## src/umc_pkg.sv

```systemverilog
package umc_pkg;

  // ----------------------------------------------------------------------
  // Register map
  // ----------------------------------------------------------------------
  localparam logic [7:0] OFS_MODEM_CONTROL = 8'h00;
  localparam logic [7:0] OFS_INT_ENABLE = 8'h04;
  localparam logic [7:0] OFS_IRQ_STATUS = 8'h08;
  localparam logic [7:0] OFS_MODEM_STATE = 8'h0C;

  localparam logic [7:0] MODEM_CONTROL_RST = 8'h00;
  localparam logic [2:0] INT_ENABLE_RST = 3'h0;
  localparam logic [2:0] IRQ_STATUS_RST = 3'h0;

  // ----------------------------------------------------------------------
  // Modem control fields
  // ----------------------------------------------------------------------
  localparam int unsigned MC_DTR = 0;
  localparam int unsigned MC_RTS = 1;
  localparam int unsigned MC_AUX_ONE = 2;
  localparam int unsigned MC_AUX_TWO = 3;
  localparam int unsigned MC_LOOP = 4;
  localparam int unsigned MC_INT_TYPE = 5;
  localparam int unsigned MC_IR_EN = 6;
  localparam int unsigned MC_CLK_SEL = 7;

  // ----------------------------------------------------------------------
  // Modem status sources, asserted high
  // ----------------------------------------------------------------------
  localparam int unsigned MS_CTS = 0;
  localparam int unsigned MS_DSR = 1;
  localparam int unsigned MS_RI = 2;
  localparam int unsigned MS_DCD = 3;

  // ----------------------------------------------------------------------
  // Interrupt status bits
  // ----------------------------------------------------------------------
  localparam int unsigned ST_RX = 0;
  localparam int unsigned ST_TX = 1;
  localparam int unsigned ST_MODEM = 2;

  // ----------------------------------------------------------------------
  // Baud prescale
  // ----------------------------------------------------------------------
  localparam int unsigned DIV_FIRST = 16;
  localparam int unsigned DIV_SECOND = 4;

endpackage : umc_pkg

```

## src/umc_line_if.sv

```systemverilog
`timescale 1ns/1ps
`default_nettype none

interface umc_line_if;
  logic [7:0] modem_control;
  logic core_tx;
  logic core_rx;
  logic [3:0] msrc;

  modport line (
    input modem_control,
    input core_tx,
    output core_rx,
    output msrc
  );

  modport ctl (
    output modem_control,
    output core_tx,
    input core_rx,
    input msrc
  );
endinterface : umc_line_if

`default_nettype wire

```

## src/umc_top.sv

```systemverilog
// Design decisions made here: the Wishbone slave port and the register offsets.
`timescale 1ns/1ps
`default_nettype none

module umc_top (
  input wire logic core_clk,
  input wire logic reset,
  input wire logic wb_cyc_i,
  input wire logic wb_stb_i,
  input wire logic wb_we_i,
  input wire logic [7:0] wb_adr_i,
  input wire logic [3:0] wb_sel_i,
  input wire logic [31:0] wb_dat_i,
  output logic [31:0] wb_dat_o,
  output logic wb_ack_o,
  input wire logic core_tx,
  output logic core_rx,
  input wire logic rx_event,
  input wire logic tx_event,
  output logic baud_tick,
  output logic tx_pin,
  input wire logic rx_pin,
  output logic ir_tx_pin,
  input wire logic ir_rx_pin,
  input wire logic cts_n,
  input wire logic dsr_n,
  input wire logic dcd_n,
  input wire logic ri_n,
  output logic rts_n,
  output logic dtr_n,
  output logic irq_o,
  output logic irq_oe
);

  // ----------------------------------------------------------------------
  // Registers
  // ----------------------------------------------------------------------
  logic [7:0] modem_control_ff;
  logic [2:0] int_enable_ff;
  logic [2:0] irq_status_ff;
  logic [3:0] msrc_ff;
  logic ack_ff;
  logic [31:0] dat_ff;

  logic [7:0] nxt_modem_control;
  logic [2:0] nxt_int_enable;
  logic [2:0] nxt_irq_status;

  umc_line_if lif();

  // ----------------------------------------------------------------------
  // Bus decode
  // ----------------------------------------------------------------------
  wire bus_req = wb_cyc_i & wb_stb_i;
  wire bus_start = bus_req & ~ack_ff;
  // Writes land at the edge where the master sees ack.
  wire bus_wr = bus_req & ack_ff & wb_we_i & wb_sel_i[0];
  wire sel_mc = (wb_adr_i == umc_pkg::OFS_MODEM_CONTROL);
  wire sel_ie = (wb_adr_i == umc_pkg::OFS_INT_ENABLE);
  wire sel_st = (wb_adr_i == umc_pkg::OFS_IRQ_STATUS);
  wire sel_ms = (wb_adr_i == umc_pkg::OFS_MODEM_STATE);
  wire wr_mc = bus_wr & sel_mc;
  wire wr_ie = bus_wr & sel_ie;
  wire wr_st = bus_wr & sel_st;

  wire loop_on = modem_control_ff[umc_pkg::MC_LOOP];
  wire [3:0] msrc = lif.msrc;

  wire [31:0] rd_mc = {24'h000000, modem_control_ff};
  wire [31:0] rd_ie = {29'h00000000, int_enable_ff};
  wire [31:0] rd_st = {29'h00000000, irq_status_ff};
  wire [31:0] rd_ms = {27'h0000000, loop_on, msrc};
  // Unmapped addresses are acknowledged and read as zero.
  wire [31:0] rd_mux = sel_mc ? rd_mc :
                       sel_ie ? rd_ie :
                       sel_st ? rd_st :
                       sel_ms ? rd_ms : 32'h00000000;

  // ----------------------------------------------------------------------
  // Modem change and interrupt events
  // ----------------------------------------------------------------------
  wire [3:0] ms_diff = msrc ^ msrc_ff;
  // RI reports only its trailing edge, the others any change.
  wire ri_fall = msrc_ff[umc_pkg::MS_RI] & ~msrc[umc_pkg::MS_RI];
  wire modem_evt = ms_diff[umc_pkg::MS_CTS] | ms_diff[umc_pkg::MS_DSR] |
                   ms_diff[umc_pkg::MS_DCD] | ri_fall;
  // Receiver and transmitter events are taken whatever the loop setting.
  wire [2:0] evt_set = {modem_evt, tx_event, rx_event};
  wire [2:0] evt_clr = wr_st ? wb_dat_i[2:0] : 3'h0;

  // Set wins over a clear in the same cycle.
  assign nxt_irq_status = (irq_status_ff & ~evt_clr) | evt_set;
  assign nxt_modem_control = wr_mc ? wb_dat_i[7:0] : modem_control_ff;
  assign nxt_int_enable = wr_ie ? wb_dat_i[2:0] : int_enable_ff;

  wire irq_level = |(irq_status_ff & int_enable_ff);

  // ----------------------------------------------------------------------
  // Interrupt pin drive
  // ----------------------------------------------------------------------
  wire int_drive = modem_control_ff[umc_pkg::MC_AUX_TWO];
  wire open_src = modem_control_ff[umc_pkg::MC_INT_TYPE];
  // Open-source drives only the high level; the board pull-down gives low.
  assign irq_o = open_src ? 1'b1 : irq_level;
  assign irq_oe = int_drive & (open_src ? irq_level : 1'b1);

  // ----------------------------------------------------------------------
  // Baud prescale
  // ----------------------------------------------------------------------
  logic tick_first;
  logic tick_second;

  umc_div #(.DIV(umc_pkg::DIV_FIRST)) u_div_first (
    .core_clk(core_clk),
    .reset(reset),
    .en_in(1'b1),
    .en_out(tick_first)
  );

  umc_div #(.DIV(umc_pkg::DIV_SECOND)) u_div_second (
    .core_clk(core_clk),
    .reset(reset),
    .en_in(tick_first),
    .en_out(tick_second)
  );

  assign baud_tick = modem_control_ff[umc_pkg::MC_CLK_SEL] ?
                     tick_second : tick_first;

  // ----------------------------------------------------------------------
  // Line routing
  // ----------------------------------------------------------------------
  assign lif.modem_control = modem_control_ff;
  assign lif.core_tx = core_tx;
  assign core_rx = lif.core_rx;

  umc_line u_line (
    .core_clk(core_clk),
    .reset(reset),
    .lif(lif.line),
    .tx_pin(tx_pin),
    .rx_pin(rx_pin),
    .ir_tx_pin(ir_tx_pin),
    .ir_rx_pin(ir_rx_pin),
    .cts_n(cts_n),
    .dsr_n(dsr_n),
    .dcd_n(dcd_n),
    .ri_n(ri_n),
    .rts_n(rts_n),
    .dtr_n(dtr_n)
  );

  // ----------------------------------------------------------------------
  // Flip-flops
  // ----------------------------------------------------------------------
  always_ff @(posedge core_clk) begin
    if (reset) begin
      modem_control_ff <= umc_pkg::MODEM_CONTROL_RST;
      int_enable_ff <= umc_pkg::INT_ENABLE_RST;
      irq_status_ff <= umc_pkg::IRQ_STATUS_RST;
    end else begin
      modem_control_ff <= nxt_modem_control;
      int_enable_ff <= nxt_int_enable;
      irq_status_ff <= nxt_irq_status;
    end
  end

  always_ff @(posedge core_clk) begin
    if (reset) begin
      msrc_ff <= 4'h0;
      ack_ff <= 1'b0;
      dat_ff <= 32'h00000000;
    end else begin
      msrc_ff <= msrc;
      ack_ff <= bus_start;
      dat_ff <= bus_start ? rd_mux : dat_ff;
    end
  end

  assign wb_ack_o = ack_ff;
  assign wb_dat_o = dat_ff;

  // ----------------------------------------------------------------------
  // Assertions
  // ----------------------------------------------------------------------
  property p_first_period;
    @(posedge core_clk) disable iff (reset)
    tick_first |=> (!tick_first) [*8] ##1 (!tick_first) [*7] ##1 tick_first;
  endproperty
  a_first_period: assert property (p_first_period)
    else $error("bad 16 period");

  property p_clk_sel_off;
    @(posedge core_clk) disable iff (reset)
    !modem_control_ff[umc_pkg::MC_CLK_SEL] |-> baud_tick == tick_first;
  endproperty
  a_clk_sel_off: assert property (p_clk_sel_off)
    else $error("tick not /16");

  property p_clk_sel_on;
    @(posedge core_clk) disable iff (reset)
    tick_second |-> tick_first ##64 tick_second;
  endproperty
  a_clk_sel_on: assert property (p_clk_sel_on)
    else $error("bad 64 period");

  property p_plain_tx;
    @(posedge core_clk) disable iff (reset)
    !modem_control_ff[umc_pkg::MC_IR_EN] && !loop_on |=>
      tx_pin == $past(core_tx) && !ir_tx_pin;
  endproperty
  a_plain_tx: assert property (p_plain_tx)
    else $error("plain tx wrong");

  property p_ir_tx;
    @(posedge core_clk) disable iff (reset)
    modem_control_ff[umc_pkg::MC_IR_EN] && !loop_on |=>
      ir_tx_pin == !$past(core_tx) && tx_pin;
  endproperty
  a_ir_tx: assert property (p_ir_tx)
    else $error("ir tx wrong");

  property p_irq_drive;
    @(posedge core_clk) disable iff (reset)
    !int_drive |-> !irq_oe;
  endproperty
  a_irq_drive: assert property (p_irq_drive)
    else $error("irq not off");

  property p_irq_open;
    @(posedge core_clk) disable iff (reset)
    open_src && int_drive |-> irq_oe == irq_level && irq_o;
  endproperty
  a_irq_open: assert property (p_irq_open)
    else $error("open irq wrong");

  property p_loop_pins;
    @(posedge core_clk) disable iff (reset)
    loop_on |=> tx_pin && !ir_tx_pin && rts_n && dtr_n &&
      core_rx == $past(core_tx);
  endproperty
  a_loop_pins: assert property (p_loop_pins)
    else $error("loop path wrong");

  property p_rx_event;
    @(posedge core_clk) disable iff (reset)
    rx_event |=> irq_status_ff[umc_pkg::ST_RX];
  endproperty
  a_rx_event: assert property (p_rx_event)
    else $error("rx event lost");

  property p_irq_gate;
    @(posedge core_clk) disable iff (reset)
    (irq_status_ff & int_enable_ff) == 3'h0 |->
      !(irq_oe && irq_o && !open_src);
  endproperty
  a_irq_gate: assert property (p_irq_gate)
    else $error("ungated irq");

  property p_rts_pin;
    @(posedge core_clk) disable iff (reset)
    !loop_on |=> rts_n == !$past(modem_control_ff[umc_pkg::MC_RTS]);
  endproperty
  a_rts_pin: assert property (p_rts_pin)
    else $error("rts level wrong");

  property p_reset_loop;
    @(posedge core_clk) reset |=> !loop_on && modem_control_ff == 8'h00;
  endproperty
  a_reset_loop: assert property (p_reset_loop)
    else $error("reset loop set");

  property p_clk_sel_pick;
    @(posedge core_clk) disable iff (reset)
    modem_control_ff[umc_pkg::MC_CLK_SEL] |-> baud_tick == tick_second;
  endproperty
  a_clk_sel_pick: assert property (p_clk_sel_pick)
    else $error("tick not /64");

  property p_irq_active;
    @(posedge core_clk) disable iff (reset)
    int_drive && !open_src |-> irq_oe && irq_o == irq_level;
  endproperty
  a_irq_active: assert property (p_irq_active)
    else $error("active irq wrong");

  property p_modem_evt;
    @(posedge core_clk) disable iff (reset)
    modem_evt |=> irq_status_ff[umc_pkg::ST_MODEM];
  endproperty
  a_modem_evt: assert property (p_modem_evt)
    else $error("modem event lost");

  property p_tx_event;
    @(posedge core_clk) disable iff (reset)
    tx_event |=> irq_status_ff[umc_pkg::ST_TX];
  endproperty
  a_tx_event: assert property (p_tx_event)
    else $error("tx event lost");

  c_loop: cover property (@(posedge core_clk) disable iff (reset)
    !loop_on ##1 loop_on);
  c_ir_pulse: cover property (@(posedge core_clk) disable iff (reset)
    ir_tx_pin ##1 !ir_tx_pin);
  c_irq: cover property (@(posedge core_clk) disable iff (reset)
    !irq_level ##1 irq_level);
  c_div4: cover property (@(posedge core_clk) disable iff (reset)
    modem_control_ff[umc_pkg::MC_CLK_SEL] && baud_tick);

endmodule : umc_top

`default_nettype wire

```

## src/umc_div.sv

```systemverilog
`timescale 1ns/1ps
`default_nettype none

module umc_div #(
  parameter int unsigned DIV = 16
) (
  input wire logic core_clk,
  input wire logic reset,
  input wire logic en_in,
  output logic en_out
);

  localparam int unsigned CW = $clog2(DIV);
  localparam logic [CW-1:0] LAST = CW'(DIV - 1);

  logic [CW-1:0] cnt_ff;
  logic [CW-1:0] nxt_cnt;
  wire at_last = (cnt_ff == LAST);

  assign nxt_cnt = at_last ? '0 : cnt_ff + 1'b1;
  assign en_out = en_in & at_last;

  always_ff @(posedge core_clk) begin
    if (reset) begin
      cnt_ff <= '0;
    end else if (en_in) begin
      cnt_ff <= nxt_cnt;
    end
  end

  property p_div_hold;
    @(posedge core_clk) disable iff (reset)
    !en_in |=> $stable(cnt_ff);
  endproperty
  a_div_hold: assert property (p_div_hold)
    else $error("divider moved idle");

endmodule : umc_div

`default_nettype wire

```

## src/umc_line.sv

```systemverilog
`timescale 1ns/1ps
`default_nettype none

module umc_line (
  input wire logic core_clk,
  input wire logic reset,
  umc_line_if.line lif,
  output logic tx_pin,
  input wire logic rx_pin,
  output logic ir_tx_pin,
  input wire logic ir_rx_pin,
  input wire logic cts_n,
  input wire logic dsr_n,
  input wire logic dcd_n,
  input wire logic ri_n,
  output logic rts_n,
  output logic dtr_n
);

  wire loop_on = lif.modem_control[umc_pkg::MC_LOOP];
  wire ir_on = lif.modem_control[umc_pkg::MC_IR_EN];

  // ----------------------------------------------------------------------
  // Routing
  // ----------------------------------------------------------------------
  // External pins are cut off in loop-back; the plain pin idles high.
  wire nxt_tx = (loop_on | ir_on) ? 1'b1 : lif.core_tx;
  // Encoder: a pulse for each zero bit, low while the line is idle.
  wire nxt_ir_tx = ir_on & ~loop_on & ~lif.core_tx;
  wire pin_rx = ir_on ? ~ir_rx_pin : rx_pin;
  wire nxt_rx = loop_on ? lif.core_tx : pin_rx;
  wire nxt_rts_n = loop_on | ~lif.modem_control[umc_pkg::MC_RTS];
  wire nxt_dtr_n = loop_on | ~lif.modem_control[umc_pkg::MC_DTR];

  // Modem sources come from the low control bits in loop-back.
  wire [3:0] pin_src = {~dcd_n, ~ri_n, ~dsr_n, ~cts_n};
  wire [3:0] loop_src = {
    lif.modem_control[umc_pkg::MC_AUX_TWO],
    lif.modem_control[umc_pkg::MC_AUX_ONE],
    lif.modem_control[umc_pkg::MC_DTR],
    lif.modem_control[umc_pkg::MC_RTS]
  };
  assign lif.msrc = loop_on ? loop_src : pin_src;

  always_ff @(posedge core_clk) begin
    if (reset) begin
      tx_pin <= 1'b1;
      ir_tx_pin <= 1'b0;
      lif.core_rx <= 1'b1;
      rts_n <= 1'b1;
      dtr_n <= 1'b1;
    end else begin
      tx_pin <= nxt_tx;
      ir_tx_pin <= nxt_ir_tx;
      lif.core_rx <= nxt_rx;
      rts_n <= nxt_rts_n;
      dtr_n <= nxt_dtr_n;
    end
  end

  property p_loop_src;
    @(posedge core_clk) disable iff (reset)
    loop_on |-> lif.msrc == loop_src;
  endproperty
  a_loop_src: assert property (p_loop_src)
    else $error("loop source wrong");

endmodule : umc_line

`default_nettype wire

```

## config.mk

```make
export PLATFORM = sky130hd
export DESIGN_NAME = umc_top
export DESIGN_NICKNAME = d
export VERILOG_FILES = /design/src/umc_pkg.sv /design/src/umc_line_if.sv /design/src/umc_top.sv /design/src/umc_div.sv /design/src/umc_line.sv
export SDC_FILE = /design/constraint.sdc
export NUM_CORES = 1
export LEC_CHECK = 0
export BUFFER_PORTS_ARGS = -buffer_cell sky130_fd_sc_hd__buf_2
export CAP_MARGIN = 20
export CORE_MARGIN = 5
export CORE_UTILIZATION = 40
export DETAILED_ROUTE_END_ITERATION = 16
export GPL_TIMING_DRIVEN = 0
export PLACE_DENSITY = 0.79
export SYNTH_ARGS = -nofsm -noshare
export SYNTH_HDL_FRONTEND = slang
export SYNTH_SLANG_ARGS = --single-unit
```

## constraint.sdc

```tcl
create_clock -name core_clk -period 1.5 [get_ports core_clk]
set_clock_uncertainty 0.2 [all_clocks]
set_input_delay 0.075 -clock core_clk [delete_from_list [all_inputs] [get_ports core_clk]]
set_output_delay 0.075 -clock core_clk [all_outputs]
set_load 0.1 [all_outputs]
```

==> impl_metrics.py, run 1 <==
metrics = {
    "run_status": {
        "outcome": "finished, violations left",
        "failed_checks": "setup timing",
    },
    "cells_and_area": {
        "drive_above_1_share_pct": 44.2,
        "multi_input_comb_area_um2": 1090,
        "design.final.nets": 385,
        "post-route-util_pct": 65.3,
        "register_area_um2": 779,
        "nFillCells": 319,
        "antenna_cells": 0,
        "areaGrowthSynthToFinish_pct": 56.1,
        "final_area_um2": 2880,
    },
    "detailed_routing": {
        "vias_per_cell": 5.18,
        "route.vias.total": 1958,
        "remaining_drc_errors": 0,
        "drt_iter0_markers": 200,
        "wire_per_inst_um": 15.6,
        "drt_first_pass_iters": 4,
        "detail_route_antenna_nets": 0,
        "postRouteWirelength_um": 5900,
    },
    "die": {
        "start_util_pct": 41.9,
        "dieHeight_um": 78.0,
        "num_io_pins": 99,
        "die_w_um": 78.0,
        "core_area_um2": 4410,
        "rows": 24,
        "floorplan.die_area_um2": 6080,
    },
    "setup_path": {
        "rr_endpoint": "wb_dat_o[1]",
        "r2r_cells": 5,
        "required_arrival_time_at_the_worst_endpoint_ps": 1220,
        "reg2reg_setup_slack_ps": -110,
        "crit_arrival_ps": 1370,
        "worstSetupStartpoint": "int_enable_ff[1]",
        "worstSetupStartpointType": "register",
        "path_class": "reg2out",
        "r2r_start": "lif.modem_control[4]",
        "critical_path.endpoint_type": "output port",
        "maximum_net_fanout_on_the_critical_path": 2,
    },
    "synthesis": {
        "synth_largest_area_cell": "sky130_fd_sc_hd__dfxtp_1",
        "yosysWarningCount": 0,
        "async_flop_share_pct": 0,
        "synth.cell_area_um2": 1850,
        "synth_most_common_cell": "sky130_fd_sc_hd__dfxtp_1",
        "syn-mean-instance-area_um2": 8.48,
        "synthesis.instances": 218,
        "yosys_register_bits": 38,
        "dominantRegCellSynth": "sky130_fd_sc_hd__dfxtp_1",
        "synth-edff-count": 0,
        "yosys.area.top_type_share_pct": 41.2,
        "synth_top_cells_by_area": "sky130_fd_sc_hd__dfxtp_1, sky130_fd_sc_hd__buf_4, sky130_fd_sc_hd__a21oi_1",
        "synthDistinctLibCells": 41,
        "yosys-top-cells-count": "sky130_fd_sc_hd__dfxtp_1, sky130_fd_sc_hd__a21oi_1, sky130_fd_sc_hd__buf_4",
        "synth-seq-area-share_pct": 41.2,
    },
    "placed_design": {
        "placed_cell_area_um2": 2270,
        "number_of_input_and_output_port_buffers_inserted": 46,
        "detailed_place_hpwl_um": 3440,
        "gp_congestion": 0.857,
    },
    "power": {
        "ir_worst_vdd_v": 0.000422,
        "leakage_nw": 1.22,
        "power-per-cell-area_nw_per_um2": 822,
    },
    "clock_tree": {
        "cts_tree": "yes",
        "cts_made_buffers": 5,
        "clock-root-buffer": "sky130_fd_sc_hd__clkbuf_8",
        "tritoncts_num_sinks": 38,
        "cts_buffer_depth": 2,
        "clk_transition_reported_paths_ps": 70,
        "clk-insertion-delay-late_ps": 290,
        "cts_htree_levels": 2,
    },
    "sta": {
        "setup_failing_eps_final": 15,
        "maxSlewViolCount": 0,
        "fin_crit_sh_pct": 110,
        "rsz0062_at_grt": "yes",
        "tightestPinTransition_ps": 553,
        "fmax_ghz": 0.607,
        "post_route_setup_slack_ps": -148,
        "timing.final.crit_period_ps": 1650,
        "finalHoldViolCount": 0,
        "final_setup_tns_ps": -716,
        "slew-limit-headroom_pct": 63.1,
    },
    "grt": {
        "global_route.usage.total_pct": 17.5,
        "grt_max_degree": 12,
        "globalRouteOverflowTotal": 0,
        "wire_length_of_the_first_global_routing_pass_um": 8580,
        "grt_pass1_vias": 1844,
        "grt_antenna_before_repair": 0,
    },
    "worst_hold_path": {
        "hp-class": "in2reg",
        "min_delay_worst_endpoint": "msrc_ff[2]",
        "hold_path_startpoint": "ri_n",
        "worst_hold_path_stage_count": 4,
    },
    "job": {
        "drv.max_cap_violation_count": 0,
    },
}
sequential cells by signal, indices dropped and copies added (netlist names):
signal,cells
irq_status_ff,3
wb_dat_o,8
wb_ack_o,1
u_line.ir_tx_pin,1
int_enable_ff,3
u_line.dtr_n,1
u_line.tx_pin,1
u_line.lif.core_rx,1
u_line.rts_n,1
lif.modem_control,8
u_div_first.cnt_ff,4
msrc_ff,4
u_div_second.cnt_ff,2
worst max-delay path by stage:
stage,endpoint,slack [ps],depth (start not counted)
after detailed placement,irq_oe,-320,3
after floorplan,int_enable_ff[1],-120,5
after CTS,irq_oe,-140,4
after global routing,irq_oe,-240,4
after global placement,irq_oe,-300,3
final,irq_oe,-150,4
stage by stage:
step | hold slack (ps) | setup slack (ps) | power [mW] | cells
6_report | 3.51 | -148 | 2.37 | 378
3_3_place_gp | 72.0 | -298 | 1.57 | 339
2_1_floorplan | -47.7 | -124 | 1.49 | 241
4_1_cts | -22.9 | -143 | 2.35 | 374
5_1_grt | 14.0 | -236 | 2.44 | 378
3_5_place_dp | 74.9 | -316 | 1.57 | 339
cells in the final DEF (no fill, tap or decap), types with 4 or more instances in the layout:
| cell | netlist | routed |
|---|---|---|
| sky130_fd_sc_hd__buf_4 | 24 | 39 |
| sky130_fd_sc_hd__conb_1 | 1 | 24 |
| sky130_fd_sc_hd__nand3_1 | 13 | 12 |
| sky130_fd_sc_hd__inv_1 | 10 | 9 |
| sky130_fd_sc_hd__nand2_1 | 15 | 15 |
| sky130_fd_sc_hd__dlygate4sd3_1 | 0 | 15 |
| sky130_fd_sc_hd__clkbuf_8 | 0 | 8 |
| sky130_fd_sc_hd__buf_2 | 4 | 45 |
| sky130_fd_sc_hd__dfxtp_2 | 0 | 6 |
| sky130_fd_sc_hd__nor3_1 | 4 | 4 |
| sky130_fd_sc_hd__clkbuf_1 | 8 | 6 |
| sky130_fd_sc_hd__nor2b_1 | 5 | 5 |
| sky130_fd_sc_hd__dfxtp_1 | 38 | 29 |
| sky130_fd_sc_hd__o21ai_2 | 0 | 9 |
| sky130_fd_sc_hd__nor2_1 | 11 | 9 |
| sky130_fd_sc_hd__a21oi_1 | 26 | 21 |
| sky130_fd_sc_hd__nand4_1 | 4 | 4 |
worst max-delay path, cell delays in order (launching register included):
cell and delay (ps):
sky130_fd_sc_hd__dfxtp_2 320, sky130_fd_sc_hd__a222oi_1 320, sky130_fd_sc_hd__buf_4 210, sky130_fd_sc_hd__a21oi_4 60, sky130_fd_sc_hd__buf_12 170
report_power, final:
| group | internal [mW] | switching, mW |
|---|---|---|
| combinational | 0.167 | 0.427 |
| sequential | 1.03 | 0.0202 |
| clock | 0.371 | 0.357 |
| total | 1.57 | 0.804 |
layer usage:
layer	global-route usage (%)	vias to the layer above	share of wire, %
met5	0	-	0
met4	7.94	0	2.2
met3	4.86	14	8.7
met2	30.7	112	53
met1	19.4	900	36
li1	-	932	-
repair_timing:
action	CTS	global route
endpoints found under the setup margin	17	24
pin swaps	18	12
hold buffers	15	0
resized for setup	51	25
hold endpoints to repair	20	0
setup buffers	11	5
cloned	1	0
cell type report:
type,count,share of cell area (%)
multi-input cells,157,37.9
flip-flops and latches,38,27.0
repair buffers,78,19.5
plain buffers,35,8.81
clock buffers,7,2.99
well taps,52,2.26
inverters,10,1.30
clock inverters,1,0.174
cell families (layout without fill, tap and decap cells):
| family | Yosys count | count (layout) | share of synthesized area (%) |
|---|---|---|---|
| xor gates and xnor gates | 3 | 3 | 1.42 |
| AOI/OAI and AO/OA | 52 | 52 | 15.8 |
| adders and majority gates | 2 | 2 | 1.35 |
| DFF | 38 | 38 | 41.2 |
| buffers and inverters | 46 | 131 | 14.5 |
| and+or+nand+nor | 69 | 69 | 20.2 |
| other | 1 | 24 | 0.203 |
| muxes | 7 | 7 | 5.42 |
No activity file was read; power rests on OpenSTA's default activity.
==> run 2, diff against run 1 <==
- SETUP_SLACK_MARGIN: unset -> 0.05
==> impl_metrics.py, run 2 (same netlist as run 1, synthesis figures left out) <==
metrics = {
    "run_status": {
        "outcome": "finished, violations left",
        "failed_checks": "hold timing, setup timing",
    },
    "setup_path": {
        "worstSetupStartpointType": "register",
        "critical_path.endpoint_type": "output port",
        "crit_arrival_ps": 1480,
        "maximum_net_fanout_on_the_critical_path": 3,
        "path_class": "reg2out",
        "required_arrival_time_at_the_worst_endpoint_ps": 1220,
    },
    "die": {
        "rows": 24,
        "start_util_pct": 41.9,
        "die_w_um": 78.0,
        "core_area_um2": 4410,
        "num_io_pins": 99,
        "dieHeight_um": 78.0,
        "floorplan.die_area_um2": 6080,
    },
    "detailed_routing": {
        "remaining_drc_errors": 0,
        "wl_met2_um": 3310,
        "met3_wire_len_um": 534,
        "vias_per_cell": 5.40,
        "detail_route_antenna_nets": 0,
        "sum_of_routed_wire_segments_on_met1_um": 2570,
        "wire_per_inst_um": 17.5,
        "drt_first_pass_iters": 7,
        "route.vias.total": 2059,
        "drt_iter0_markers": 297,
        "route.top_layer_used": "met4",
        "postRouteWirelength_um": 6670,
    },
    "sta": {
        "timing.final.crit_period_ps": 1760,
        "fmax_ghz": 0.569,
        "whs_ps": -80.9,
        "rsz0062_at_grt": "yes",
        "setup_failing_eps_final": 18,
        "slew-limit-headroom_pct": 58.9,
        "maxSlewViolCount": 0,
        "tightestPinTransition_ps": 616,
        "finalHoldViolCount": 1,
        "fin_crit_sh_pct": 117,
        "post_route_setup_slack_ps": -258,
    },
    "placed_design": {
        "gp_congestion": 0.840,
        "placed_cell_area_um2": 2290,
        "cell_total_after_placement": 339,
        "detailed_place_hpwl_um": 3520,
        "number_of_input_and_output_port_buffers_inserted": 46,
    },
    "power": {
        "int_pwr_mw": 1.84,
        "power-per-cell-area_nw_per_um2": 898,
        "ir_worst_vdd_v": 0.000456,
        "finalPower_mw": 2.68,
        "sequentialPowerShare_pct": 39.0,
        "net-switching-power_mw": 0.844,
        "share_comb_of_total_power_pct": 22.6,
        "netSwitchingFraction_pct": 31.4,
        "leakage_nw": 1.27,
        "share_clk_of_total_power_pct": 38.4,
    },
    "clock_tree": {
        "cts_buffer_depth": 2,
        "cts_htree_levels": 2,
        "clk-insertion-delay-late_ps": 290,
        "tritoncts_num_sinks": 38,
        "cts_tree": "yes",
        "cts_made_buffers": 5,
        "cts_hold_repair.buffers": 15,
        "clk_transition_reported_paths_ps": 70,
        "clock-root-buffer": "sky130_fd_sc_hd__clkbuf_8",
    },
    "grt": {
        "grt_antenna_before_repair": 0,
        "grt_max_degree": 13,
        "grt_pass1_vias": 1985,
        "global_route.usage.total_pct": 18.5,
        "globalRouteOverflowTotal": 0,
        "wire_length_of_the_first_global_routing_pass_um": 9230,
    },
    "cells_and_area": {
        "post_layout_nonfiller_instances": 381,
        "final_common_cell": "sky130_fd_sc_hd__buf_2",
        "drive_above_1_share_pct": 45.9,
        "areaGrowthSynthToFinish_pct": 61.7,
        "post-route-util_pct": 67.7,
        "design.final.nets": 388,
        "antenna_cells": 0,
        "final_cell_mix": "sky130_fd_sc_hd__buf_2, sky130_fd_sc_hd__buf_4, sky130_fd_sc_hd__dfxtp_1",
        "final_area_um2": 2990,
    },
    "worst_hold_path": {
        "hp-class": "in2reg",
    },
    "job": {
        "drv.max_cap_violation_count": 0,
    },
}
-- run 2: worst paths after layout --
kind / start / endpoint / slack [ps] / cells after the start
setup reg to reg: wb_ack_o / lif.modem_control[5] / -160 / 6
hold / removal: ri_n / msrc_ff[2] / -80 / 3
setup / recovery: int_enable_ff[1] / irq_oe / -260 / 4
hold reg to reg: lif.modem_control[1] / u_line.rts_n / 250 / 1
-- run 2: power groups by stage --
| stage | combinational (mW) | sequential, mW | clock, mW |
|---|---|---|---|
| after floorplan | 0.402 | 1.09 | 0 |
| after global placement | 0.505 | 1.07 | 0 |
| after detailed placement | 0.507 | 1.07 | 0 |
| after CTS | 0.565 | 1.04 | 1.03 |
| after global routing | 0.632 | 1.05 | 1.08 |
| final | 0.606 | 1.05 | 1.03 |
-- run 2: critical path, stage by stage, from the launching register on --
cell and delay [ps]:
sky130_fd_sc_hd__dfxtp_2 340, sky130_fd_sc_hd__a222oi_1 390, sky130_fd_sc_hd__buf_4 220, sky130_fd_sc_hd__a21oi_4 70, sky130_fd_sc_hd__buf_12 170
-- run 2: metrics by stage --
step	hold WS [ps]	setup slack (ps)	TNS [ps]
floorplan	-47.7	-97.4	-1240
global placement	67.3	-257	-1400
detailed placement	70.4	-251	-1940
CTS	-99.1	-143	-391
global route	-94.2	-284	-2250
finish	-80.9	-258	-1530
-- run 2: area by class of cell --
type                            count  area, um2
Timing Repair Buffer               81        604
Multi-Input combinational cell    157       1110
Tap cell                           52       65.1
Buffer                             35        251
Fill cell                         304       1430
Sequential cell                    38        779
Clock inverter                      1       30.0
Clock buffer                        7        108
Inverter                           10       37.5
-- run 2: what timing repair did --
item | 4_1_cts | 5_1_grt
gates resized for setup | 38 | 31
pin swaps | 14 | 10
endpoints found under the hold margin | 19 | 1
endpoints found under the setup margin | 17 | 25
setup buffers | 13 | 5
cloned | 1 | 1
-- run 2: metal layers --
layer	vias up	track usage [%]
met5	-	0
met1	961	22.5
met2	129	32.1
met4	0	7.77
li1	940	-
met3	29	3.24
